### config.mk
export PLATFORM = sky130hd
export DESIGN_NAME = exchange_table_bit_addskip_exec
export DESIGN_NICKNAME = d
export VERILOG_FILES = /design/src/exec_pkg.sv /design/src/add_skip.sv /design/src/exchange_table_bit_addskip_exec.sv
export SDC_FILE = /design/constraint.sdc
export NUM_CORES = 1
export LEC_CHECK = 0
export BUFFER_PORTS_ARGS = -buffer_cell sky130_fd_sc_hd__buf_2
export CORE_ASPECT_RATIO = 1.75
export CORE_MARGIN = 2
export CORE_UTILIZATION = 40
export DETAILED_ROUTE_END_ITERATION = 16
export GPL_TIMING_DRIVEN = 0
export PLACE_DENSITY_LB_ADDON = 0.2
export SETUP_SLACK_MARGIN = 0.2
export SLEW_MARGIN = 10
export SYNTH_ARGS = -nofsm -noshare
export SYNTH_HDL_FRONTEND = slang
export SYNTH_SLANG_ARGS = --single-unit
### constraint.sdc
create_clock -name i_sys_clk -period 5.2 [get_ports i_sys_clk]
set_input_delay 0.78 -clock i_sys_clk [delete_from_list [all_inputs] [get_ports i_sys_clk]]
set_output_delay 0.78 -clock i_sys_clk [all_outputs]
set_load 0.01 [all_outputs]
### src/exec_pkg.sv
// constants for the exchange, table, bit-move and add-with-skip unit
//
// What this block does
// [RULE1] pair exchange with memory swaps A,X with nibbles
// [RULE2] pair memory address is even, 00h to feh
// [RULE3] single exchange swaps A with one register
// [RULE4] pair exchange swaps XA with any pair
// [RULE5] page table read: DE replaces low pc bits
// [RULE6] table reads never alter the program counter
// [RULE7] page table read uses the incremented pc
// [RULE8] XA page table read behaves like DE variant
// [RULE9] absolute table read addresses with B0,C,D,E
// [RULE10] absolute table read addresses with B0,C,X,A
// [RULE11] pc and table width vary; upper bits dropped
// [RULE12] bit load copies memory bit into carry
// [RULE13] bit store writes carry, neighbours kept
// [RULE14] nibble add-with-skip skips on carry, carry kept
// [RULE15] nibble add-with-skip serves as base adjustment
// [RULE16] after carry-add, skip suppressed or instruction skipped
// [RULE17] byte add-with-skip into XA, carry kept
// [RULE18] memory add-with-skip adds (HL) to A
// [RULE19] pair add-with-skip into XA, carry kept
// [RULE20] XA added into destination pair, skip on carry
// [RULE21] skipped instruction runs as a no-operation
package exec_pkg;

  // ----------------------------------------------------------------
  // operations
  // ----------------------------------------------------------------
  typedef enum logic [3:0] {
    OP_XCH_MEM    = 4'h0,
    OP_XCH_REG    = 4'h1,
    OP_XCH_PAIR   = 4'h2,
    OP_TBL_PAGE_REL_DE_TABLE_MODE   = 4'h3,
    OP_TBL_PAGE_REL_XA_TABLE_MODE   = 4'h4,
    OP_TBL_ABSOLUTE_TABLE_MODE_A   = 4'h5,
    OP_TBL_ABSOLUTE_TABLE_MODE_B   = 4'h6,
    OP_BIT_LOAD   = 4'h7,
    OP_BIT_STORE  = 4'h8,
    OP_ADDS_N4    = 4'h9,
    OP_ADDS_N8    = 4'ha,
    OP_ADDS_HL    = 4'hb,
    OP_ADDS_XA    = 4'hc,
    OP_ADDS_DEST  = 4'hd
  } op_t;

  // ----------------------------------------------------------------
  // sequencer states
  // ----------------------------------------------------------------
  typedef enum logic [2:0] {
    ST_IDLE     = 3'b000,
    ST_WAIT     = 3'b001,
    ST_CAP      = 3'b010,
    ST_WRITE    = 3'b011,
    ST_ROM_WAIT = 3'b100,
    ST_ROM_CAP  = 3'b101
  } st_t;

  // ----------------------------------------------------------------
  // register file layout, pair p holds {2p, 2p+1}
  // ----------------------------------------------------------------
  localparam logic [3:0] IDX_X = 4'h0;
  localparam logic [3:0] IDX_A = 4'h1;
  localparam logic [3:0] IDX_H = 4'h2;
  localparam logic [3:0] IDX_L = 4'h3;
  localparam logic [3:0] IDX_D = 4'h4;
  localparam logic [3:0] IDX_E = 4'h5;
  localparam logic [3:0] IDX_B = 4'h6;
  localparam logic [3:0] IDX_C = 4'h7;
  localparam int         NUM_NIB   = 16;
  localparam logic [3:0] RST_NIB   = 4'h0;
  localparam int         PC_W_DEF  = 12;
  localparam int         TAB_FULL_W = 13;
  localparam int         PAGE_LSB  = 8;
  localparam int         DM_AW     = 8;

endpackage

### src/add_skip.sv
// binary adder giving the carry out used for skip decisions
`timescale 1ns/1ns
module add_skip #(
  parameter int W = 4
) (
  // operands
  input  wire logic [W-1:0] i_a,
  input  wire logic [W-1:0] i_b,
  // result
  output logic      [W-1:0] o_sum,
  output logic              o_carry
);
  assign {o_carry, o_sum} = {1'b0, i_a} + {1'b0, i_b};
endmodule // add_skip

### src/exchange_table_bit_addskip_exec.sv
// execution unit for exchange, table read, bit move and add-with-skip
`timescale 1ns/1ns
module exchange_table_bit_addskip_exec
  import exec_pkg::*;
#(
  parameter int PC_W = PC_W_DEF
) (
  // clock and reset
  input  wire logic              i_sys_clk,
  input  wire logic              i_rst_n,
  // decoded instruction
  input  wire logic              i_op_valid,
  input  wire logic [3:0]        i_op_code,
  input  wire logic [7:0]        i_imm,
  input  wire logic [2:0]        i_reg_sel,
  input  wire logic [2:0]        i_pair_sel,
  input  wire logic [DM_AW-1:0]  i_bit_addr,
  input  wire logic [1:0]        i_bit_pos,
  input  wire logic [PC_W-1:0]   i_pc_next,
  input  wire logic              i_skip_req,
  input  wire logic              i_base_adj,
  output logic                   o_ready,
  output logic                   o_done,
  // data memory
  output logic [DM_AW-1:0]       o_dmem_addr,
  output logic                   o_dmem_rd,
  output logic                   o_dmem_we,
  output logic [3:0]             o_dmem_wdata,
  input  wire logic [3:0]        i_dmem_rdata,
  // program memory
  output logic [PC_W-1:0]        o_pmem_addr,
  output logic                   o_pmem_rd,
  input  wire logic [7:0]        i_pmem_rdata,
  // core state
  output logic                   o_carry_flag,
  output logic                   o_skip_flag,
  output logic [4*NUM_NIB-1:0]   o_reg_file
);

  // ----------------------------------------------------------------
  // state
  // ----------------------------------------------------------------
  st_t              st_ff;
  op_t              op_ff;
  logic             half_ff;
  logic [1:0]       pos_ff;
  logic             carry_ff;
  logic             skip_ff;
  logic             done_ff;
  logic [DM_AW-1:0] dm_addr_ff;
  logic             dm_rd_ff;
  logic             dm_we_ff;
  logic [3:0]       dm_wdata_ff;
  logic [PC_W-1:0]  pm_addr_ff;
  logic             pm_rd_ff;
  logic [3:0]       reg_ff  [NUM_NIB];
  logic [3:0]       nxt_reg [NUM_NIB];

  // ----------------------------------------------------------------
  // decode
  // ----------------------------------------------------------------
  wire op_t        op_in    = op_t'(i_op_code);
  wire logic       acc      = i_op_valid && (st_ff == ST_IDLE);
  wire logic       nop      = acc && (skip_ff || i_skip_req);
  wire logic       go       = acc && !nop;
  wire logic [3:0] sel_idx  = {1'b0, i_reg_sel};
  wire logic [3:0] ph_idx   = {i_pair_sel, 1'b0};
  wire logic [3:0] pl_idx   = {i_pair_sel, 1'b1};
  wire logic [3:0] a_val    = reg_ff[IDX_A];
  wire logic [3:0] x_val    = reg_ff[IDX_X];
  wire logic [3:0] sel_val  = reg_ff[sel_idx];
  wire logic [3:0] ph_val   = reg_ff[ph_idx];
  wire logic [3:0] pl_val   = reg_ff[pl_idx];
  wire logic [7:0] xa_val   = {x_val, a_val};
  wire logic [7:0] de_val   = {reg_ff[IDX_D], reg_ff[IDX_E]};
  wire logic [7:0] hl_val   = {reg_ff[IDX_H], reg_ff[IDX_L]};
  wire logic [3:0] b_val    = reg_ff[IDX_B];
  wire logic [3:0] c_val    = reg_ff[IDX_C];
  wire logic       cap      = (st_ff == ST_CAP);

  // ----------------------------------------------------------------
  // table addresses
  // ----------------------------------------------------------------
  // incremented pc gives the next page at xxffh
  wire logic [PC_W-1:0] page_de =
    {i_pc_next[PC_W-1:PAGE_LSB], de_val};            // RULE5 RULE7
  wire logic [PC_W-1:0] page_xa =
    {i_pc_next[PC_W-1:PAGE_LSB], xa_val};            // RULE8
  wire logic [TAB_FULL_W-1:0] abs_de_full =
    {b_val[0], c_val, de_val};                       // RULE9
  wire logic [TAB_FULL_W-1:0] abs_xa_full =
    {b_val[0], c_val, xa_val};                       // RULE10
  // narrow parts simply lose the top bits
  wire logic [PC_W-1:0] abs_de = abs_de_full[PC_W-1:0];  // RULE11
  wire logic [PC_W-1:0] abs_xa = abs_xa_full[PC_W-1:0];  // RULE11
  wire logic [PC_W-1:0] tab_addr =
    (op_in == OP_TBL_PAGE_REL_DE_TABLE_MODE) ? page_de :
    (op_in == OP_TBL_PAGE_REL_XA_TABLE_MODE) ? page_xa :
    (op_in == OP_TBL_ABSOLUTE_TABLE_MODE_A) ? abs_de  : abs_xa;
  wire logic is_tbl = (op_in == OP_TBL_PAGE_REL_DE_TABLE_MODE) || (op_in == OP_TBL_PAGE_REL_XA_TABLE_MODE) ||
                      (op_in == OP_TBL_ABSOLUTE_TABLE_MODE_A) || (op_in == OP_TBL_ABSOLUTE_TABLE_MODE_B);

  // ----------------------------------------------------------------
  // data memory addresses
  // ----------------------------------------------------------------
  wire logic [DM_AW-1:0] xm_base = {i_imm[7:1], 1'b0};   // RULE2
  wire logic is_mem = (op_in == OP_XCH_MEM) || (op_in == OP_ADDS_HL) ||
                      (op_in == OP_BIT_LOAD) || (op_in == OP_BIT_STORE);
  wire logic [DM_AW-1:0] mem_addr =
    (op_in == OP_XCH_MEM) ? xm_base :
    (op_in == OP_ADDS_HL) ? hl_val  : i_bit_addr;

  // ----------------------------------------------------------------
  // adders
  // ----------------------------------------------------------------
  logic [3:0] sum4;
  logic       cy4;
  logic [7:0] sum8;
  logic       cy8;
  wire logic [3:0] add4_b = cap ? i_dmem_rdata : i_imm[3:0];
  wire logic [7:0] add8_b = (op_in == OP_ADDS_N8) ? i_imm :
                            {ph_val, pl_val};

  add_skip #(.W(4)) u_add4 (
    .i_a     (a_val),
    .i_b     (add4_b),
    .o_sum   (sum4),
    .o_carry (cy4)
  );

  add_skip #(.W(8)) u_add8 (
    .i_a     (xa_val),
    .i_b     (add8_b),
    .o_sum   (sum8),
    .o_carry (cy8)
  );

  // base adjustment: the preceding carry-add already decided the skip
  wire logic n4_skip  = cy4 && !i_base_adj;              // RULE15 RULE16
  wire logic go_skip  =
    go && (((op_in == OP_ADDS_N4) && n4_skip) ||       // RULE14
           ((op_in == OP_ADDS_N8 || op_in == OP_ADDS_XA ||
             op_in == OP_ADDS_DEST) && cy8));          // RULE17 RULE19 RULE20
  wire logic cap_skip = cap && (op_ff == OP_ADDS_HL) && cy4;  // RULE18

  // ----------------------------------------------------------------
  // register file write ports
  // ----------------------------------------------------------------
  logic [3:0] wen;
  logic [3:0] widx [4];
  logic [3:0] wdat [4];

  always_comb begin
    wen = 4'h0;
    for (int k = 0; k < 4; k++) begin
      widx[k] = IDX_X;
      wdat[k] = 4'h0;
    end
    if (go && op_in == OP_XCH_REG) begin              // RULE3
      wen = 4'h3;
      widx[0] = IDX_A;
      wdat[0] = sel_val;
      widx[1] = sel_idx;
      wdat[1] = a_val;
    end else if (go && op_in == OP_XCH_PAIR) begin    // RULE4
      wen = 4'hf;
      widx[0] = IDX_X;
      wdat[0] = ph_val;
      widx[1] = IDX_A;
      wdat[1] = pl_val;
      widx[2] = ph_idx;
      wdat[2] = x_val;
      widx[3] = pl_idx;
      wdat[3] = a_val;
    end else if (go && op_in == OP_ADDS_N4) begin     // RULE14
      wen = 4'h1;
      widx[0] = IDX_A;
      wdat[0] = sum4;
    end else if (go && (op_in == OP_ADDS_N8 ||
                        op_in == OP_ADDS_XA)) begin   // RULE17 RULE19
      wen = 4'h3;
      widx[0] = IDX_X;
      wdat[0] = sum8[7:4];
      widx[1] = IDX_A;
      wdat[1] = sum8[3:0];
    end else if (go && op_in == OP_ADDS_DEST) begin   // RULE20
      wen = 4'h3;
      widx[0] = ph_idx;
      wdat[0] = sum8[7:4];
      widx[1] = pl_idx;
      wdat[1] = sum8[3:0];
    end else if (cap && op_ff == OP_XCH_MEM) begin    // RULE1
      wen = 4'h1;
      widx[0] = half_ff ? IDX_X : IDX_A;
      wdat[0] = i_dmem_rdata;
    end else if (cap && op_ff == OP_ADDS_HL) begin    // RULE18
      wen = 4'h1;
      widx[0] = IDX_A;
      wdat[0] = sum4;
    end else if (st_ff == ST_ROM_CAP) begin           // RULE5
      wen = 4'h3;
      widx[0] = IDX_A;
      wdat[0] = i_pmem_rdata[3:0];
      widx[1] = IDX_X;
      wdat[1] = i_pmem_rdata[7:4];
    end
  end

  // ----------------------------------------------------------------
  // register file
  // ----------------------------------------------------------------
  genvar gi;
  generate
    for (gi = 0; gi < NUM_NIB; gi++) begin : g_nib
      always_comb begin
        nxt_reg[gi] = reg_ff[gi];
        for (int k = 0; k < 4; k++) begin
          if (wen[k] && widx[k] == 4'(gi)) begin
            nxt_reg[gi] = wdat[k];
          end
        end
      end
      always_ff @(posedge i_sys_clk or negedge i_rst_n) begin
        if (!i_rst_n) begin
          reg_ff[gi] <= RST_NIB;
        end else begin
          reg_ff[gi] <= nxt_reg[gi];
        end
      end
      assign o_reg_file[gi*4 +: 4] = reg_ff[gi];
    end
  endgenerate

  // ----------------------------------------------------------------
  // sequencer
  // ----------------------------------------------------------------
  // store merges the carry into the old nibble
  logic [3:0] merged;
  always_comb begin
    merged = i_dmem_rdata;
    merged[pos_ff] = carry_ff;                           // RULE13
  end

  always_ff @(posedge i_sys_clk or negedge i_rst_n) begin
    if (!i_rst_n) begin
      st_ff       <= ST_IDLE;
      op_ff       <= OP_XCH_MEM;
      half_ff     <= 1'b0;
      pos_ff      <= 2'h0;
      carry_ff    <= 1'b0;
      skip_ff     <= 1'b0;
      done_ff     <= 1'b0;
      dm_addr_ff  <= '0;
      dm_rd_ff    <= 1'b0;
      dm_we_ff    <= 1'b0;
      dm_wdata_ff <= 4'h0;
      pm_addr_ff  <= '0;
      pm_rd_ff    <= 1'b0;
    end else begin
      done_ff  <= 1'b0;
      dm_rd_ff <= 1'b0;
      dm_we_ff <= 1'b0;
      pm_rd_ff <= 1'b0;
      if (cap_skip) begin
        skip_ff <= 1'b1;
      end else if (acc) begin
        // a pending skip is consumed by this instruction
        skip_ff <= go_skip;                              // RULE21
      end
      case (st_ff)
        ST_IDLE: begin
          if (acc) begin
            op_ff   <= op_in;
            half_ff <= 1'b0;
            pos_ff  <= i_bit_pos;
          end
          if (nop) begin
            done_ff <= 1'b1;                             // RULE21
          end else if (go && is_mem) begin
            dm_addr_ff <= mem_addr;
            dm_rd_ff   <= 1'b1;
            st_ff      <= ST_WAIT;
          end else if (go && is_tbl) begin
            // only the table address moves, never the pc
            pm_addr_ff <= tab_addr;                      // RULE6
            pm_rd_ff   <= 1'b1;
            st_ff      <= ST_ROM_WAIT;
          end else if (go) begin
            done_ff <= 1'b1;
          end
        end
        ST_WAIT: begin
          st_ff <= ST_CAP;
        end
        ST_CAP: begin
          if (op_ff == OP_XCH_MEM) begin
            dm_wdata_ff <= half_ff ? x_val : a_val;     // RULE1
            dm_we_ff    <= 1'b1;
            st_ff       <= ST_WRITE;
          end else if (op_ff == OP_BIT_STORE) begin
            dm_wdata_ff <= merged;                       // RULE13
            dm_we_ff    <= 1'b1;
            st_ff       <= ST_WRITE;
          end else begin
            if (op_ff == OP_BIT_LOAD) begin
              carry_ff <= i_dmem_rdata[pos_ff];          // RULE12
            end
            done_ff <= 1'b1;
            st_ff   <= ST_IDLE;
          end
        end
        ST_WRITE: begin
          if (op_ff == OP_XCH_MEM && !half_ff) begin
            half_ff    <= 1'b1;
            dm_addr_ff <= {dm_addr_ff[DM_AW-1:1], 1'b1}; // RULE1
            dm_rd_ff   <= 1'b1;
            st_ff      <= ST_WAIT;
          end else begin
            done_ff <= 1'b1;
            st_ff   <= ST_IDLE;
          end
        end
        ST_ROM_WAIT: begin
          st_ff <= ST_ROM_CAP;
        end
        ST_ROM_CAP: begin
          done_ff <= 1'b1;
          st_ff   <= ST_IDLE;
        end
        default: begin
          st_ff <= ST_IDLE;
        end
      endcase
    end
  end

  // ----------------------------------------------------------------
  // outputs
  // ----------------------------------------------------------------
  assign o_ready      = (st_ff == ST_IDLE);
  assign o_done       = done_ff;
  assign o_dmem_addr  = dm_addr_ff;
  assign o_dmem_rd    = dm_rd_ff;
  assign o_dmem_we    = dm_we_ff;
  assign o_dmem_wdata = dm_wdata_ff;
  assign o_pmem_addr  = pm_addr_ff;
  assign o_pmem_rd    = pm_rd_ff;
  assign o_carry_flag = carry_ff;
  assign o_skip_flag  = skip_ff;

  wire logic go_xm  = go && op_in == OP_XCH_MEM;
  wire logic is_add = op_in == OP_ADDS_N4 || op_in == OP_ADDS_N8 ||
                      op_in == OP_ADDS_XA || op_in == OP_ADDS_DEST;
endmodule // exchange_table_bit_addskip_exec

==> flow_metrics.py <==
metrics = {
    "drt": {
        "via_count": 7261,
        "wirelength_um": 29300,
        "routed.top_layer": "met4",
        "routed-wl-met2_um": 15400,
        "met3WireLength_um": 1880,
        "drt_first_iter_violations": 455,
        "drtPass1Iterations": 5,
        "drc": 0,
        "wire_per_inst_um": 25.1,
        "final_antenna_net_count": 0,
        "vias_per_cell": 6.22,
        "drt-met1-wl_um": 10200,
    },
    "yosys": {
        "netlist-cell-type-count": 78,
        "ys.flop_type": "dfrtp_1",
        "synthArstFlopShare_pct": 100,
        "yosysWarnings": 0,
        "synthCells": 778,
        "synth_top_area_share_pct": 35.1,
        "synth.area.top_cells": "dfrtp_1 (35%), mux2i_1 (9.3%), mux4_2 (6.4%), o21ai_0 (5.0%), nand2_1 (4.0%)",
        "synth_edf_count": 0,
        "netlist_area_sq_um": 7410,
        "yosysTopAreaCell": "dfrtp_1",
        "yosysSeqAreaShare_pct": 35.1,
        "ys_ff_latch": 104,
        "syn_avg_cell_area_sq_um": 9.53,
        "synth_nets": 849,
    },
    "global_route": {
        "grt_max_degree": 69,
        "antenna_found_initial": 0,
        "grt_usage_pct": 29.9,
        "first_global_vias": 7092,
        "grt_pass1_wl_um": 43300,
        "gr-total-overflow": 0,
    },
    "finish": {
        "instances_no_fill": 1168,
        "antenna_cells": 0,
        "seq_area_sq_um": 2600,
        "multi_input_area_sq_um": 4580,
        "synthToLayoutAreaGrowth_pct": 18.3,
        "fillCellCount": 1831,
        "fin_nets": 1000,
        "drive_gt1_share_pct": 26.4,
    },
    "timing": {
        "slew_headroom_pct": 11.9,
        "worst_pin_slew_ns": 1.31,
        "holdWs_ns": 0.320,
        "fmax_ghz": 0.218,
        "layout_setup_ws_ns": 0.608,
        "skew_ns": 0.00910,
        "grt_setup_unrepaired": "no",
        "period_share_pct": 88.3,
        "finalMaxSlewViolations": 0,
        "setup_violations": 0,
        "period_minus_slack_ns": 4.59,
        "hold_viol": 0,
    },
    "power_and_ir_drop": {
        "power_density_nw_per_um2": 366,
        "leakagePower_uw": 0.00407,
        "p_int_uw": 1920,
        "pwr-share-comb_pct": 40.8,
        "seqPwrFrac_pct": 36.7,
        "swShare_pct": 40.2,
        "switching_power_uw": 1290,
        "ir_drop_mv": 0.194,
        "finalPower_uw": 3210,
        "clockPowerShare_pct": 22.5,
    },
    "job": {
        "cap_viol_max_count": 0,
    },
    "setup_path": {
        "crit_type": "in -> reg",
        "crit_start": "i_pair_sel[2]",
        "reg2regPathDepth": 12,
        "cp-start-kind": "input port",
        "critical_path.endpoint_type": "register",
        "cp_data_required_time_ns": 5.45,
        "reg2reg_setup_slack_ns": 0.91,
        "r2r-end": "x_val[3]$_DFFE_PN0P_",
        "arrival_ns": 4.85,
        "path_max_fanout": 10,
        "rr_startpoint": "x_val[1]$_DFFE_PN0P_",
    },
    "floorplanning": {
        "die_h_um": 184,
        "coreArea_sq_um": 18100,
        "pin_count": 152,
        "die-area_sq_um": 19700,
        "initial_utilization_pct": 40.9,
        "rows": 65,
        "die_w_um": 107,
    },
    "placement": {
        "port_buffers": 138,
        "pre_cts_ws_ns": 0.0220,
        "place.gp.congestion": 0.980,
        "dp.cells": 1152,
        "hpwl_um": 22600,
    },
    "cts": {
        "clock_latency_ns": 0.36,
        "clockBufferDepth": 2,
        "clock-sinks": 104,
        "cts.clk_slew.worst_paths_ns": 0.07,
        "cts_buffers": 9,
        "cts_htree_levels": 3,
        "cts_setup_buffers": 0,
        "cts-root-buf": "clkbuf_16",
        "cts_tree": "yes",
    },
    "run_status": {
        "status": "finished clean",
    },
    "min_path": {
        "hold_path_class": "in -> async",
    },
}
## metrics by stage
step	area (sq um)	util (%)	setup TNS, ns
global route	8770	48.3	0
CTS	8750	48.3	0
finish	8770	48.3	0
detailed placement	8450	46.6	0
floorplan	7410	-	0
global placement	8390	46.3	-5.17
## worst max-delay path by stage
stage                                       endpoint  slack, ns  cells past startpoint
after global routing      o_reg_file[58]$_DFFE_PN0P_       0.46                     15
after CTS                 o_reg_file[58]$_DFFE_PN0P_       0.40                     15
after detailed placement  o_reg_file[58]$_DFFE_PN0P_       0.02                     15
final                     o_reg_file[58]$_DFFE_PN0P_       0.61                     14
after floorplan                 x_val[2]$_DFFE_PN0P_       1.06                     13
after global placement          x_val[2]$_DFFE_PN0P_      -0.66                     14
## worst max-delay path: stages
cell,delay (ns)
clkbuf_1,0.45
buf_1,0.54
mux4_2,0.36
o21ai_0,0.08
ha_1,0.26
fa_1,0.45
a211oi_1,0.34
o21ai_0,0.18
a21oi_1,0.15
nor3_1,0.08
o31ai_2,0.59
buf_4,0.28
o21ai_0,0.10
a22o_1,0.20
## Yosys cell counts, types with 5 or more instances
master	count
nor2b_1	13
and3_1	8
inv_1	7
nand2_1	78
o21ai_0	74
a21o_1	7
a22o_1	11
dfrtp_1	104
nor2_1	64
a22oi_1	11
a21oi_1	49
ha_1	12
mux2_2	24
mux4_2	21
a211oi_1	5
and2_1	6
nand2b_1	13
buf_2	13
clkbuf_1	32
o22ai_1	10
nor3_1	14
a221o_1	7
a32oi_1	5
mux2i_1	69
nand3_1	16
## cell families (layout without fill, tap and decap cells)
logic type	Yosys count	count (layout)	share of synthesized area (%)
flip-flops	104	104	35.1
AO/OA/AOI/OAI	223	223	19.7
buffers and inverters	59	215	3.31
AND/OR/NAND/NOR	257	257	18.9
adder cells (fa/ha/maj)	14	14	2.57
XOR/XNOR	5	5	0.591
multiplexers	116	116	19.8
## final cells by class
class                      instances  share of cell area [%]
multi-input combinational        615                    52.3
sequential                       104                    29.7
timing repair buffer             140                    8.35
tap                              234                    3.34
clock buffer                      12                    2.93
buffer                            51                    2.46
clock inverter                     4                   0.599
inverter                           8                   0.343
## power by group through the flow
stage / sequential (uW) / combinational [uW] / clock (uW)
5_1_grt: 1200 / 1410 / 761
3_3_place_gp: 1180 / 1280 / 0
4_1_cts: 1170 / 1300 / 734
3_5_place_dp: 1190 / 1300 / 0
6_report: 1180 / 1310 / 721
2_1_floorplan: 1210 / 742 / 0
## layout by cell type, fill, tap and decap left out, types with 16 or more instances in the layout
| cell type | Yosys | final |
|---|---|---|
| a21oi_1 | 49 | 49 |
| clkbuf_1 | 32 | 33 |
| mux2_2 | 24 | 24 |
| o21ai_0 | 74 | 74 |
| mux4_2 | 21 | 21 |
| mux2i_1 | 69 | 69 |
| nand2_1 | 78 | 78 |
| dfrtp_1 | 104 | 104 |
| nor2_1 | 64 | 64 |
| nand3_1 | 16 | 16 |
| buf_2 | 13 | 150 |
## state kept, by name, summed over array words and instances (netlist names), 2 cells and up
name and flops:
st_ff 3, b_val 4, o_dmem_wdata 4, c_val 4
o_dmem_addr 8, pos_ff 2, o_reg_file 48, o_pmem_addr 12
a_val 4, op_ff 4, x_val 4
## timing repair
| action | 4_1_cts | 5_1_grt |
|---|---|---|
| endpoints found under the setup margin | 0 | 3 |
| resized for setup | 0 | 1 |
| hold buffers | 0 | 0 |
## layer usage
layer / track usage [%] / vias to the layer above
met3: 4.79 / 103
met1: 32.4 / 3580
met5: 0 / -
li1: - / 3209
met2: 53.5 / 369
met4: 18.3 / 0
Power figures use the tool's default switching activity.
